[config.mk]
export PLATFORM = sky130hd
export DESIGN_NAME = ddrbg_top
export DESIGN_NICKNAME = d
export VERILOG_FILES = /design/src/ddrbg_pkg.sv /design/src/ddrbg_sync.sv /design/src/ddrbg_top.sv
export VERILOG_INCLUDE_DIRS = /design/src
export SDC_FILE = /design/constraint.sdc
export NUM_CORES = 1
export LEC_CHECK = 0
export BUFFER_PORTS_ARGS = -buffer_cell sky130_fd_sc_hd__buf_2
export CAP_MARGIN = 20
export CORE_MARGIN = 5
export CORE_UTILIZATION = 55
export DETAILED_ROUTE_END_ITERATION = 10
export PLACE_DENSITY_LB_ADDON = 0.1
export SYNTH_ARGS = -nofsm -noshare
export SYNTH_HDL_FRONTEND = slang
export SYNTH_SLANG_ARGS = --single-unit
[constraint.sdc]
create_clock -name mclk -period 4.05 [get_ports mclk]
set_input_delay 0.405 -clock mclk [delete_from_list [all_inputs] [get_ports mclk]]
set_output_delay 0.405 -clock mclk [all_outputs]
set_load 0.02 [all_outputs]
[src/ddrbg_params.svh]
// constants for the byte-lane read gating and termination block
`ifndef DDRBG_PARAMS_SVH
`define DDRBG_PARAMS_SVH

// ==========================================================================
// register byte addresses
`define DDRBG_ADR_W           12
`define DDRBG_PGC_ADDR        12'h008
`define DDRBG_STAT_ADDR       12'h00C
`define DDRBG_GCR_ADDR        12'h240
`define DDRBG_STR_ADDR        12'h254

// ==========================================================================
// register widths and reset values
`define DDRBG_GCR_W           14
`define DDRBG_STR_W           20
`define DDRBG_PGC_W           2
`define DDRBG_GCR_RESET       14'h0681
`define DDRBG_STR_RESET       20'h55000
`define DDRBG_PGC_RESET       2'h0

// ==========================================================================
// general configuration fields
`define DDRBG_GCR_EARLY       13
`define DDRBG_GCR_HOLD_HI     12
`define DDRBG_GCR_HOLD_LO     11
`define DDRBG_GCR_DATA_DYN    10
`define DDRBG_GCR_STRB_DYN    9
`define DDRBG_GCR_DATA_TERM   2
`define DDRBG_GCR_STRB_TERM   1

// ==========================================================================
// strobe timing fields
`define DDRBG_PHASE_LO        12
`define DDRBG_PHASE_W         2
`define DDRBG_LAT_W           3
`define DDRBG_LAT_MAX         3'h5

// ==========================================================================
// phy general configuration fields
`define DDRBG_PGC_DRIFT_DIS   0
`define DDRBG_PGC_COMMON_TERM 1

// ==========================================================================
// read timing in link clock cycles
`define DDRBG_BASE_CYC        4'h2
`define DDRBG_BURST_CYC       4'h2
`define DDRBG_LEAD_EARLY      4'h1
`define DDRBG_LEAD_LATE       4'h2

`endif

[src/ddrbg_pkg.sv]
// types for the byte-lane read gating and termination block
package ddrbg_pkg;

  // ========================================================================
  // read sequencer states
  typedef enum logic [1:0]
  {
    DDRBG_IDLE = 2'h0,
    DDRBG_WAIT = 2'h1,
    DDRBG_GATE = 2'h3,
    DDRBG_HOLD = 2'h2
  } ddrbg_state_t;

  // ========================================================================
  // whole state of the top module
  typedef struct packed {
    ddrbg_state_t fsm;
    logic [3:0]   ph_prev;
    logic [13:0]  gcr;
    logic [19:0]  str;
    logic [1:0]   pgc;
    logic [3:0]   cnt;
    logic [1:0]   rank;
    logic [1:0]   gsel;
    logic [2:0]   lat;
    logic         gate;
    logic         odt_win;
    logic         strobe_gated;
    logic         data_term;
    logic         strobe_term;
    logic         ack;
    logic [31:0]  dat;
  } ddrbg_regs_t;

endpackage

[src/ddrbg_sync.sv]
// two flip-flop synchroniser
`timescale 1ns/1ps

module ddrbg_sync
#(
  parameter int WIDTH = 1
)
(
  input  wire logic             clk,
  input  wire logic             rst_n,
  input  wire logic [WIDTH-1:0] d,
  output logic      [WIDTH-1:0] q
);

  logic [WIDTH-1:0] meta;

  // ========================================================================
  // first stage feeds only the second
  always_ff @(posedge clk or negedge rst_n)
  begin
    if (!rst_n)
    begin
      meta <= '0;
      q    <= '0;
    end
    else
    begin
      meta <= d;
      q    <= meta;
    end
  end

endmodule

[src/ddrbg_top.sv]
// byte-lane read strobe gating, system latency and read termination
//
// Function
// RULE1 - gate read strobe with selected phase clock
// RULE2 - phase code picks 90, 180, 270, 0 clock
// RULE3 - phase fields at 19:12, reset 01
// RULE4 - training loads, drift updates, software overrides
// RULE5 - drift update blocked by configuration disable
// RULE6 - latency code adds 0 to 5 cycles
// RULE7 - latency fields reset to zero
// RULE8 - latency fields at bits 11:0
// RULE9 - training sets latency, software may replace
// RULE10 - bit 13 picks two or one cycle lead
// RULE11 - hold field keeps termination 0-3 cycles
// RULE12 - data dynamic bit limits data termination
// RULE13 - strobe dynamic bit limits strobe termination
// RULE14 - data termination ORed with common setting
// RULE15 - strobe termination ORed with common setting
// RULE16 - each read uses its own rank's fields
// RULE17 - config bits 31:14 read zero
//
// Local design decision: the Wishbone interface to the registers.
`timescale 1ns/1ps
`include "ddrbg_params.svh"

module ddrbg_top
(
  input  wire logic        mclk,
  input  wire logic        arst_n,
  input  wire logic        wb_cyc_i,
  input  wire logic        wb_stb_i,
  input  wire logic        wb_we_i,
  input  wire logic [11:0] wb_adr_i,
  input  wire logic [3:0]  wb_sel_i,
  input  wire logic [31:0] wb_dat_i,
  output logic      [31:0] wb_dat_o,
  output logic             wb_ack_o,
  input  wire logic        rd_req,
  input  wire logic [1:0]  rd_rank,
  output logic             rd_busy,
  input  wire logic        train_load,
  input  wire logic [7:0]  train_gate_phase,
  input  wire logic [11:0] train_sys_latency,
  input  wire logic        drift_load,
  input  wire logic [7:0]  drift_gate_phase,
  input  wire logic        clock_phase_0,
  input  wire logic        clock_phase_90,
  input  wire logic        clock_phase_180,
  input  wire logic        clock_phase_270,
  input  wire logic        rd_strobe_in,
  output logic             rd_strobe_gated,
  output logic             rd_gate,
  output logic             data_term_out,
  output logic             strobe_term_out
);

  // ========================================================================
  // reset release and pin synchronisers
  logic       rst_sync_n;
  logic [4:0] pin_q;

  ddrbg_sync
  #(
    .WIDTH (1)
  )
  u_rst_sync
  (
    .clk   (mclk),
    .rst_n (arst_n),
    .d     (1'b1),
    .q     (rst_sync_n)
  );

  ddrbg_sync
  #(
    .WIDTH (5)
  )
  u_pin_sync
  (
    .clk   (mclk),
    .rst_n (rst_sync_n),
    .d     ({rd_strobe_in, clock_phase_270, clock_phase_180,
             clock_phase_90, clock_phase_0}),
    .q     (pin_q)
  );

  // ========================================================================
  // state and reset value
  localparam ddrbg_pkg::ddrbg_regs_t RST_STATE = '{
    fsm:          ddrbg_pkg::DDRBG_IDLE,
    ph_prev:      4'h0,
    gcr:          `DDRBG_GCR_RESET,
    str:          `DDRBG_STR_RESET,
    pgc:          `DDRBG_PGC_RESET,
    cnt:          4'h0,
    rank:         2'h0,
    gsel:         2'h0,
    lat:          3'h0,
    gate:         1'b0,
    odt_win:      1'b0,
    strobe_gated: 1'b0,
    data_term:    1'b0,
    strobe_term:  1'b0,
    ack:          1'b0,
    dat:          32'h0000_0000
  };

  ddrbg_pkg::ddrbg_regs_t r;
  ddrbg_pkg::ddrbg_regs_t next_r;

  // ========================================================================
  // byte-lane merge for writes
  function automatic logic [31:0] ddrbg_merge
  (
    input logic [31:0] old_v,
    input logic [31:0] new_v,
    input logic [3:0]  sel
  );
    logic [31:0] res;
    res = old_v;
    for (int b = 0; b < 4; b++)
    begin
      if (sel[b])
      begin
        res[8*b +: 8] = new_v[8*b +: 8];
      end
    end
    return res;
  endfunction

  // ========================================================================
  // next state
  logic [3:0]  ph;
  logic        strobe_s;
  logic        tick0;
  logic [1:0]  sidx;
  logic        sel_rise;
  logic [3:0]  lead;
  logic [3:0]  pre;
  logic [3:0]  close_at;
  logic [3:0]  hold;
  logic [1:0]  new_phase;
  logic [2:0]  new_lat;
  logic        data_eff;
  logic        strobe_eff;
  logic        bus_req;
  logic [31:0] wr_v;

  always_comb
  begin
    next_r     = r;
    ph         = pin_q[3:0];
    strobe_s   = pin_q[4];
    next_r.ph_prev = ph;
    tick0      = ph[0] & ~r.ph_prev[0];
    // code 00 -> 90, 01 -> 180, 10 -> 270, 11 -> 0
    sidx       = r.gsel + 2'h1; // RULE2
    sel_rise   = ph[sidx] & ~r.ph_prev[sidx];
    lead       = r.gcr[`DDRBG_GCR_EARLY] ? `DDRBG_LEAD_EARLY
                                          : `DDRBG_LEAD_LATE; // RULE10
    pre        = {1'b0, r.lat} + `DDRBG_BASE_CYC; // RULE6
    close_at   = pre + `DDRBG_BURST_CYC;
    hold       = {2'h0, r.gcr[`DDRBG_GCR_HOLD_HI:`DDRBG_GCR_HOLD_LO]};
    new_phase  = r.str[`DDRBG_PHASE_LO + 2*rd_rank +: 2]; // RULE16
    new_lat    = r.str[3*rd_rank +: 3]; // RULE8 RULE16
    bus_req    = wb_cyc_i & wb_stb_i;
    wr_v       = 32'h0000_0000;

    // ----------------------------------------------------------------------
    // training and drift updates
    if (train_load)
    begin
      next_r.str[19:12] = train_gate_phase; // RULE4
      next_r.str[11:0]  = train_sys_latency; // RULE9
    end
    else if (drift_load && !r.pgc[`DDRBG_PGC_DRIFT_DIS]) // RULE5
    begin
      next_r.str[19:12] = drift_gate_phase; // RULE4
    end

    // ----------------------------------------------------------------------
    // wishbone slave: read data at ack, write at the acked edge
    next_r.ack = bus_req & ~r.ack;
    if (bus_req && !r.ack)
    begin
      case (wb_adr_i)
        `DDRBG_GCR_ADDR:
          next_r.dat = {18'h0, r.gcr}; // RULE17
        `DDRBG_STR_ADDR:
          next_r.dat = {12'h000, r.str};
        `DDRBG_PGC_ADDR:
          next_r.dat = {30'h0, r.pgc};
        `DDRBG_STAT_ADDR:
          next_r.dat = {26'h0, r.rank, r.odt_win, r.gate, r.fsm};
        default:
          next_r.dat = 32'h0000_0000;
      endcase
    end
    if (bus_req && r.ack && wb_we_i)
    begin
      case (wb_adr_i)
        `DDRBG_GCR_ADDR:
        begin
          wr_v = ddrbg_merge({18'h0, r.gcr}, wb_dat_i, wb_sel_i);
          next_r.gcr = wr_v[13:0]; // RULE17
        end
        `DDRBG_STR_ADDR:
        begin
          wr_v = ddrbg_merge({12'h000, r.str}, wb_dat_i, wb_sel_i);
          next_r.str = wr_v[19:0]; // RULE4 RULE9
        end
        `DDRBG_PGC_ADDR:
        begin
          wr_v = ddrbg_merge({30'h0, r.pgc}, wb_dat_i, wb_sel_i);
          next_r.pgc = wr_v[1:0];
        end
        default:
        begin
          wr_v = 32'h0000_0000;
        end
      endcase
    end

    // ----------------------------------------------------------------------
    // read sequencer, counted in link clock cycles
    if (r.fsm != ddrbg_pkg::DDRBG_IDLE && tick0 && r.cnt != 4'hF)
    begin
      next_r.cnt = r.cnt + 4'h1;
    end
    case (r.fsm)
      ddrbg_pkg::DDRBG_IDLE:
      begin
        if (rd_req)
        begin
          next_r.rank = rd_rank;
          next_r.gsel = new_phase; // RULE16
          // reserved codes clamp to five cycles
          next_r.lat  = (new_lat > `DDRBG_LAT_MAX) ? `DDRBG_LAT_MAX
                                                   : new_lat; // RULE6
          next_r.cnt  = 4'h0;
          next_r.fsm  = ddrbg_pkg::DDRBG_WAIT;
        end
      end
      ddrbg_pkg::DDRBG_WAIT:
      begin
        if (({1'b0, r.cnt} + {1'b0, lead}) >= {1'b0, pre})
        begin
          next_r.odt_win = 1'b1; // RULE10
        end
        if (r.cnt >= pre && sel_rise)
        begin
          next_r.gate    = 1'b1; // RULE1
          next_r.odt_win = 1'b1;
          next_r.fsm     = ddrbg_pkg::DDRBG_GATE;
        end
      end
      ddrbg_pkg::DDRBG_GATE:
      begin
        if (r.cnt >= close_at && sel_rise)
        begin
          next_r.gate = 1'b0; // RULE1
          next_r.cnt  = 4'h0;
          next_r.fsm  = ddrbg_pkg::DDRBG_HOLD;
        end
      end
      ddrbg_pkg::DDRBG_HOLD:
      begin
        if (r.cnt >= hold)
        begin
          next_r.odt_win = 1'b0; // RULE11
          next_r.fsm     = ddrbg_pkg::DDRBG_IDLE;
        end
      end
      default:
      begin
        next_r.gate    = 1'b0;
        next_r.odt_win = 1'b0;
        next_r.fsm     = ddrbg_pkg::DDRBG_IDLE;
      end
    endcase

    // ----------------------------------------------------------------------
    // gated strobe and termination outputs
    next_r.strobe_gated = strobe_s & r.gate; // RULE1
    data_eff   = r.gcr[`DDRBG_GCR_DATA_TERM]
               | r.pgc[`DDRBG_PGC_COMMON_TERM]; // RULE14
    strobe_eff = r.gcr[`DDRBG_GCR_STRB_TERM]
               | r.pgc[`DDRBG_PGC_COMMON_TERM]; // RULE15
    next_r.data_term   = r.gcr[`DDRBG_GCR_DATA_DYN]
                       ? (r.odt_win & data_eff) : data_eff; // RULE12
    next_r.strobe_term = r.gcr[`DDRBG_GCR_STRB_DYN]
                       ? (r.odt_win & strobe_eff) : strobe_eff; // RULE13
  end

  // ========================================================================
  // state register
  always_ff @(posedge mclk or negedge rst_sync_n)
  begin
    if (!rst_sync_n)
    begin
      r <= RST_STATE; // RULE3 RULE7
    end
    else
    begin
      r <= next_r;
    end
  end

  // ========================================================================
  // outputs
  assign wb_dat_o        = r.dat;
  assign wb_ack_o        = r.ack;
  assign rd_busy         = (r.fsm != ddrbg_pkg::DDRBG_IDLE);
  assign rd_strobe_gated = r.strobe_gated;
  assign rd_gate         = r.gate;
  assign data_term_out   = r.data_term;
  assign strobe_term_out = r.strobe_term;

endmodule

==> After elaboration in Yosys (flattened, before gate mapping) <==
Cells that the tools add are included.
{ "word_totals": {"regBits": 103, "inputBits": 91, "wordCells": 121} }
{ "op_classes": {"n_addsub": 6, "mul": 1, "n_lt_le_gt_ge": 6, "eq_ne": 16, "shift": 2, "mux": 34, "n_bitwise": 12, "reduce_logical": 21} }
{ "op_table": {"columns": ["cell", "n"], "rows": [
  ["one-hot mux 20 bit (4 select lines)", 1],
  ["two-way mux 8 bit", 4],
  ["== test 12 x 10 -> 1 bit, second input constant", 2],
  ["== test 12 x 4 -> 1 bit, second input constant", 2],
  ["two-way mux 22 bit", 1],
  ["two-way mux 20 bit", 1],
  ["indexed part select 20 x 5 -> 3 bit", 1],
  ["indexed part select 20 x 6 -> 2 bit", 1],
  ["two-way mux 2 bit", 8],
  ["AND reduction 3 bit", 5],
  ["two-way mux 12 bit", 1],
  ["two-way mux 4 bit", 3],
  ["!= test 3 bit, second input constant", 4],
  ["two-way mux 11 bit", 1],
  ["greater-or-equal comparator 4 bit", 2],
  ["logical AND 1 bit", 8],
  ["!= test 2 bit, second input constant", 4],
  ["one-hot mux 2 bit (4 select lines)", 1],
  ["one-hot mux 4 bit (2 select lines)", 1],
  ["AND 1 bit", 7],
  ["two-way mux 1 bit", 7],
  ["nonzero test 2 bit", 3],
  ["adder 4 x 2 -> 5 bit", 1],
  ["adder 4 x 3 -> 5 bit, first input constant", 1],
  ["other kinds (21)", 28]
]} }

==> Longest topological paths before layout <==
{ "depth": {"ltp_word": 8, "depth_mapped": 9} }

==> Modules after synthesis <==
From an unflattened synthesis, not the netlist that was laid out.
{ "hier_totals": {"cells_unflattened": 454, "area_unflattened_um2": 4855.9} }
{ "by_module_without_submodules": {"columns": ["module", "n_inst", "cells_per_inst", "area_each_um2", "seq_area_each_um2"], "rows": [
  ["ddrbg_top", 1, 442, 4555.6, 1986.9],
  ["ddrbg_sync at u_pin_sync", 1, 10, 250.2, 250.2],
  ["ddrbg_sync at u_rst_sync", 1, 2, 50.0, 50.0]
]} }

==> Worst setup path after synthesis <==
No wires, ideal clock.
{ "synth_path": {"kind": "reg2reg", "startpoint": "reg r[84] in the netlist's numbering", "endpoint": "reg r[36] in the netlist's numbering", "setup_time_ns": 0.104, "arrival_ns": 2.206, "path_slack_ns": 1.740, "stages_incl_launch_ff": 10, "cell_sequence": "dfrtp_1 ha_1 inv_1 fa_1 xnor2_1 ha_1 a21oi_1 a21boi_0 or4_1 o311ai_1"} }
{ "synth_via": {"elab_chain_cells": 5} }
{ "synth_lines": {"columns": ["element", "line_no", "source"], "rows": [
  ["from (decl)", "ddrbg_top.sv:108", "ddrbg_pkg::ddrbg_regs_t r;"],
  ["from (signal assigned)", "ddrbg_top.sv:305", "r <= next_r;"],
  ["two-way mux 2 bit (no source line)", null, null],
  ["adder 4 x 2 -> 5 bit", "ddrbg_top.sv:246", "if (({1'b0, r.cnt} + {1'b0, lead}) >= {1'b0, pre})"],
  ["greater-or-equal comparator 5 x 4 -> 1 bit", "ddrbg_top.sv:246", null],
  ["!= test 3 bit (no source line)", null, null],
  ["AND reduction 3 bit (no source line)", null, null]
]} }
No other way between the ends.
A chain may end at the register's enable or synchronous reset.

==> Worst setup path in the final report <==
Ends and elaborated chain as after synthesis.

==> flow_metrics.env <==
export IMPL_ys_ff_latch=91
export IMPL_wirelength_um=11370
export IMPL_timing_setup_tns_ps=0
export IMPL_setup_viol=0
export IMPL_rows=34
export IMPL_critical_path_endpoint="r[36]"
export IMPL_async_flop_share=1.000
export IMPL_cp_data_arrival_time_ps=2820
export IMPL_wire_per_inst_um=17.34
export IMPL_hold_violations=0
export IMPL_vdd_drop_max_v=0.0002081
export IMPL_clock_fmax_mhz=388.8
export IMPL_rsz0062_at_grt="false"
export IMPL_grt_overflow=0
export IMPL_grt_pass1_wl_um=18890
export IMPL_postLayoutCellArea_mm2=0.005548
export IMPL_synthTopCellsByArea="dfrtp_1, ha_1, buf_4, mux2_2, dfstp_2"
export IMPL_syn_inst=466
export IMPL_yosysTopAreaCellShare=0.4241
export IMPL_syn_to_final_growth_pct=13.29
export IMPL_antenna_found_initial=0
export IMPL_power_leakage_nw=2.697
export IMPL_io_buffers=103
export IMPL_core_mm2=0.008721
export IMPL_timing_rr_end="r[36]"
export IMPL_first_global_vias=3791
export IMPL_cts_buffer_depth=2
export IMPL_outcome="finished, final reports clean"
export IMPL_die_area_mm2=0.01089
export IMPL_whs_ps=154.8
export IMPL_maxCapViolations=0
export IMPL_min_period_over_period=0.6350
export IMPL_cts_root_buf="clkbuf_8"
export IMPL_place_hpwl_um=8802
export IMPL_max_slew_margin=0.3626
export IMPL_worstPathCellList="ha_1 -> inv_1 -> fa_1 -> xnor2_1 -> ha_1 -> a21oi_1 -> a21boi_0 -> or4_1 -> o311ai_1"
export IMPL_switching_share=0.3196
export IMPL_io_pins=129
export IMPL_synth_top_area_cell="dfrtp_1"
export IMPL_die_height_um=104.4
export IMPL_cpMostUsedCell="ha_1"
export IMPL_drtIter0Drc=223
export IMPL_drive_above_1_share=0.2993
export IMPL_finClkSkew_ps=6.437
export IMPL_combPwrFrac=0.278
export IMPL_clock_power_share=0.289
export IMPL_internal_power_mw=1.773
export IMPL_cts_sinks=91
export IMPL_synth_edff_count=0
export IMPL_postCtsResizedCells=0
export IMPL_postRouteAntennaNets=0
export IMPL_slowest_delay_ps=520
export IMPL_yosys_warnings=0
export IMPL_synth_flop_cell="dfrtp_1"
export IMPL_total_power_mw=2.605
export IMPL_first_pass_iters=4
export IMPL_synth_seq_area_share=0.4670
export IMPL_critPathKind="reg -> reg"
export IMPL_path_clk_slew_ps=90
export IMPL_avgSynthCellArea_um2=10.51
export IMPL_cts_made_buffers=9
export IMPL_antenna_cells=0
export IMPL_reg2regPathDepth=9
export IMPL_start_kind="flop"
export IMPL_initial_core_util=0.5615
export IMPL_place_congestion=0.8756
export IMPL_route_detailed_drc=0
export IMPL_crit_path_end_kind="flop"
export IMPL_synth_area_mm2=0.004897
export IMPL_tightest_slew_ps=948.9
export IMPL_nNetsFinal=657
export IMPL_h_tree_depth=3
export IMPL_cp_data_required_time_ps=4300
export IMPL_power_density_mw_per_mm2=469.6
export IMPL_crit_fanout=5
export IMPL_hp_class="in -> reg"
export IMPL_period_needed_ps=2572
export IMPL_p_switching_uw=832.5
export IMPL_die_w_um=104.4
export IMPL_r2r_start="r[84]"
export IMPL_num_vias=3664
export IMPL_crit_path_top_delay_cell="or4_1"
export IMPL_cts_tree="built"
export IMPL_placed_area_mm2=0.005289
export IMPL_synth_cell_types=53
export IMPL_clkLatencyLatePin_ps=350
export IMPL_via_per_inst=5.585
export IMPL_grt_max_degree=55
export IMPL_slew_violations=0
export IMPL_critPathLaunch="r[84]"
export IMPL_seqPwrFrac=0.434
export IMPL_r2r_slack_ps=1480
export IMPL_grt_usage=0.2123
## power by group through the flow
stage               Clock (mW)  Sequential, mW  Combinational [mW]
floorplan                    0            1.11               0.559
global placement             0            1.14               0.688
detailed placement           0            1.15               0.720
CTS                      0.759            1.13               0.727
global route             0.807            1.15               0.832
finish                   0.752            1.13               0.723
## worst max-delay path, delay by kind of cell (launching register included)
kind	cells	cell delay (ps)
AO/OA/AOI/OAI	3	340
XOR/XNOR	1	150
adder cells (fa/ha/maj)	3	940
buffers and inverters	1	60
flip-flops	1	470
AND/OR/NAND/NOR	1	520
## cell usage after synthesis (2+ instances only)
cell type and count:
a221oi_1 8, nor3_1 5, a2111o_1 2, a31oi_1 4
nor2_1 33, inv_1 19, dfstp_2 8, nand2_1 52
buf_4 32, mux4_2 6, nor2b_1 6, a221o_1 12
xnor2_1 5, o21ai_0 37, xor2_1 2, ha_1 22
clkbuf_1 14, buf_2 3, dfrtp_1 83, mux2i_1 19
nand3_1 6, nand2b_1 7, and3_1 15, a21oi_1 9
a22oi_1 6, nor2_2 2, mux2_2 21, conb_1 2
and2_1 2
## how the worst min path moves through the flow
stage	startpoint	to	slack [ps]	cells past startpoint
final	clock_phase_90	u_pin_sync.meta[1]	150	1
after floorplan	arst_n	u_rst_sync.meta	110	0
after detailed placement	arst_n	u_rst_sync.meta	200	1
after global placement	arst_n	u_rst_sync.meta	190	1
after CTS	clock_phase_90	u_pin_sync.meta[1]	140	1
after global routing	clock_phase_270	u_pin_sync.meta[3]	130	1
## placed cells by master (no fill, tap or decap), types with 15 or more instances in the layout
| master | instances |
|---|---|
| nor2_1 | 33 |
| ha_1 | 22 |
| inv_1 | 19 |
| dfrtp_1 | 82 |
| buf_2 | 103 |
| o21ai_0 | 37 |
| mux2_2 | 21 |
| and3_1 | 15 |
| mux2i_1 | 19 |
| nand2_1 | 52 |
## logic make-up after synthesis
kind of cell    synth area share
buf+inv                  0.07895
compound gates            0.1186
flops                     0.4670
xor+xnor                 0.01252
other cells             0.001534
fa+ha+maj                0.06030
mux                       0.1147
simple gates              0.1464
## layer usage
metal,global-route usage,part of all wire,vias to the layer above
met5,0,0,-
met4,0.06198,0.017,0
met3,0.04469,0.060,16
met2,0.3294,0.49,134
met1,0.3005,0.44,1760
li1,-,-,1754
## registers in the layout, indices dropped and copies added (netlist names)
name,flops
r,52
data_term_out,1
u_pin_sync.q,5
u_rst_sync.meta,1
u_rst_sync.q,1
rd_gate,1
strobe_term_out,1
u_pin_sync.meta,5
wb_dat_o,20
hold,2
wb_ack_o,1
rd_strobe_gated,1
## area by class of cell
class                           instances  area [µm²]
Sequential cell                        91        2291
Tap cell                              108       135.1
Clock inverter                          6       111.4
Clock buffer                           10       137.6
Multi-Input combinational cell        316        2265
Inverter                               20       75.07
Fill cell                             749        3173
Timing Repair Buffer                  105       533.0
## metrics by stage
step,setup WS [ps],utilization,std cells
finish,1478,0.6362,656
global route,1333,0.6362,656
CTS,1490,0.6362,656
detailed placement,1526,0.6065,639
global placement,1604,0.6065,639
floorplan,1342,-,477
## what timing repair did
| item | CTS | global route |
|---|---|---|
| buffers inserted | 0 | 0 |
| hold endpoints to repair | 2 | 0 |
| hold buffers | 1 | 0 |
| setup endpoints to repair | 0 | 0 |
Note: power is estimated with default switching activity, not from simulation.
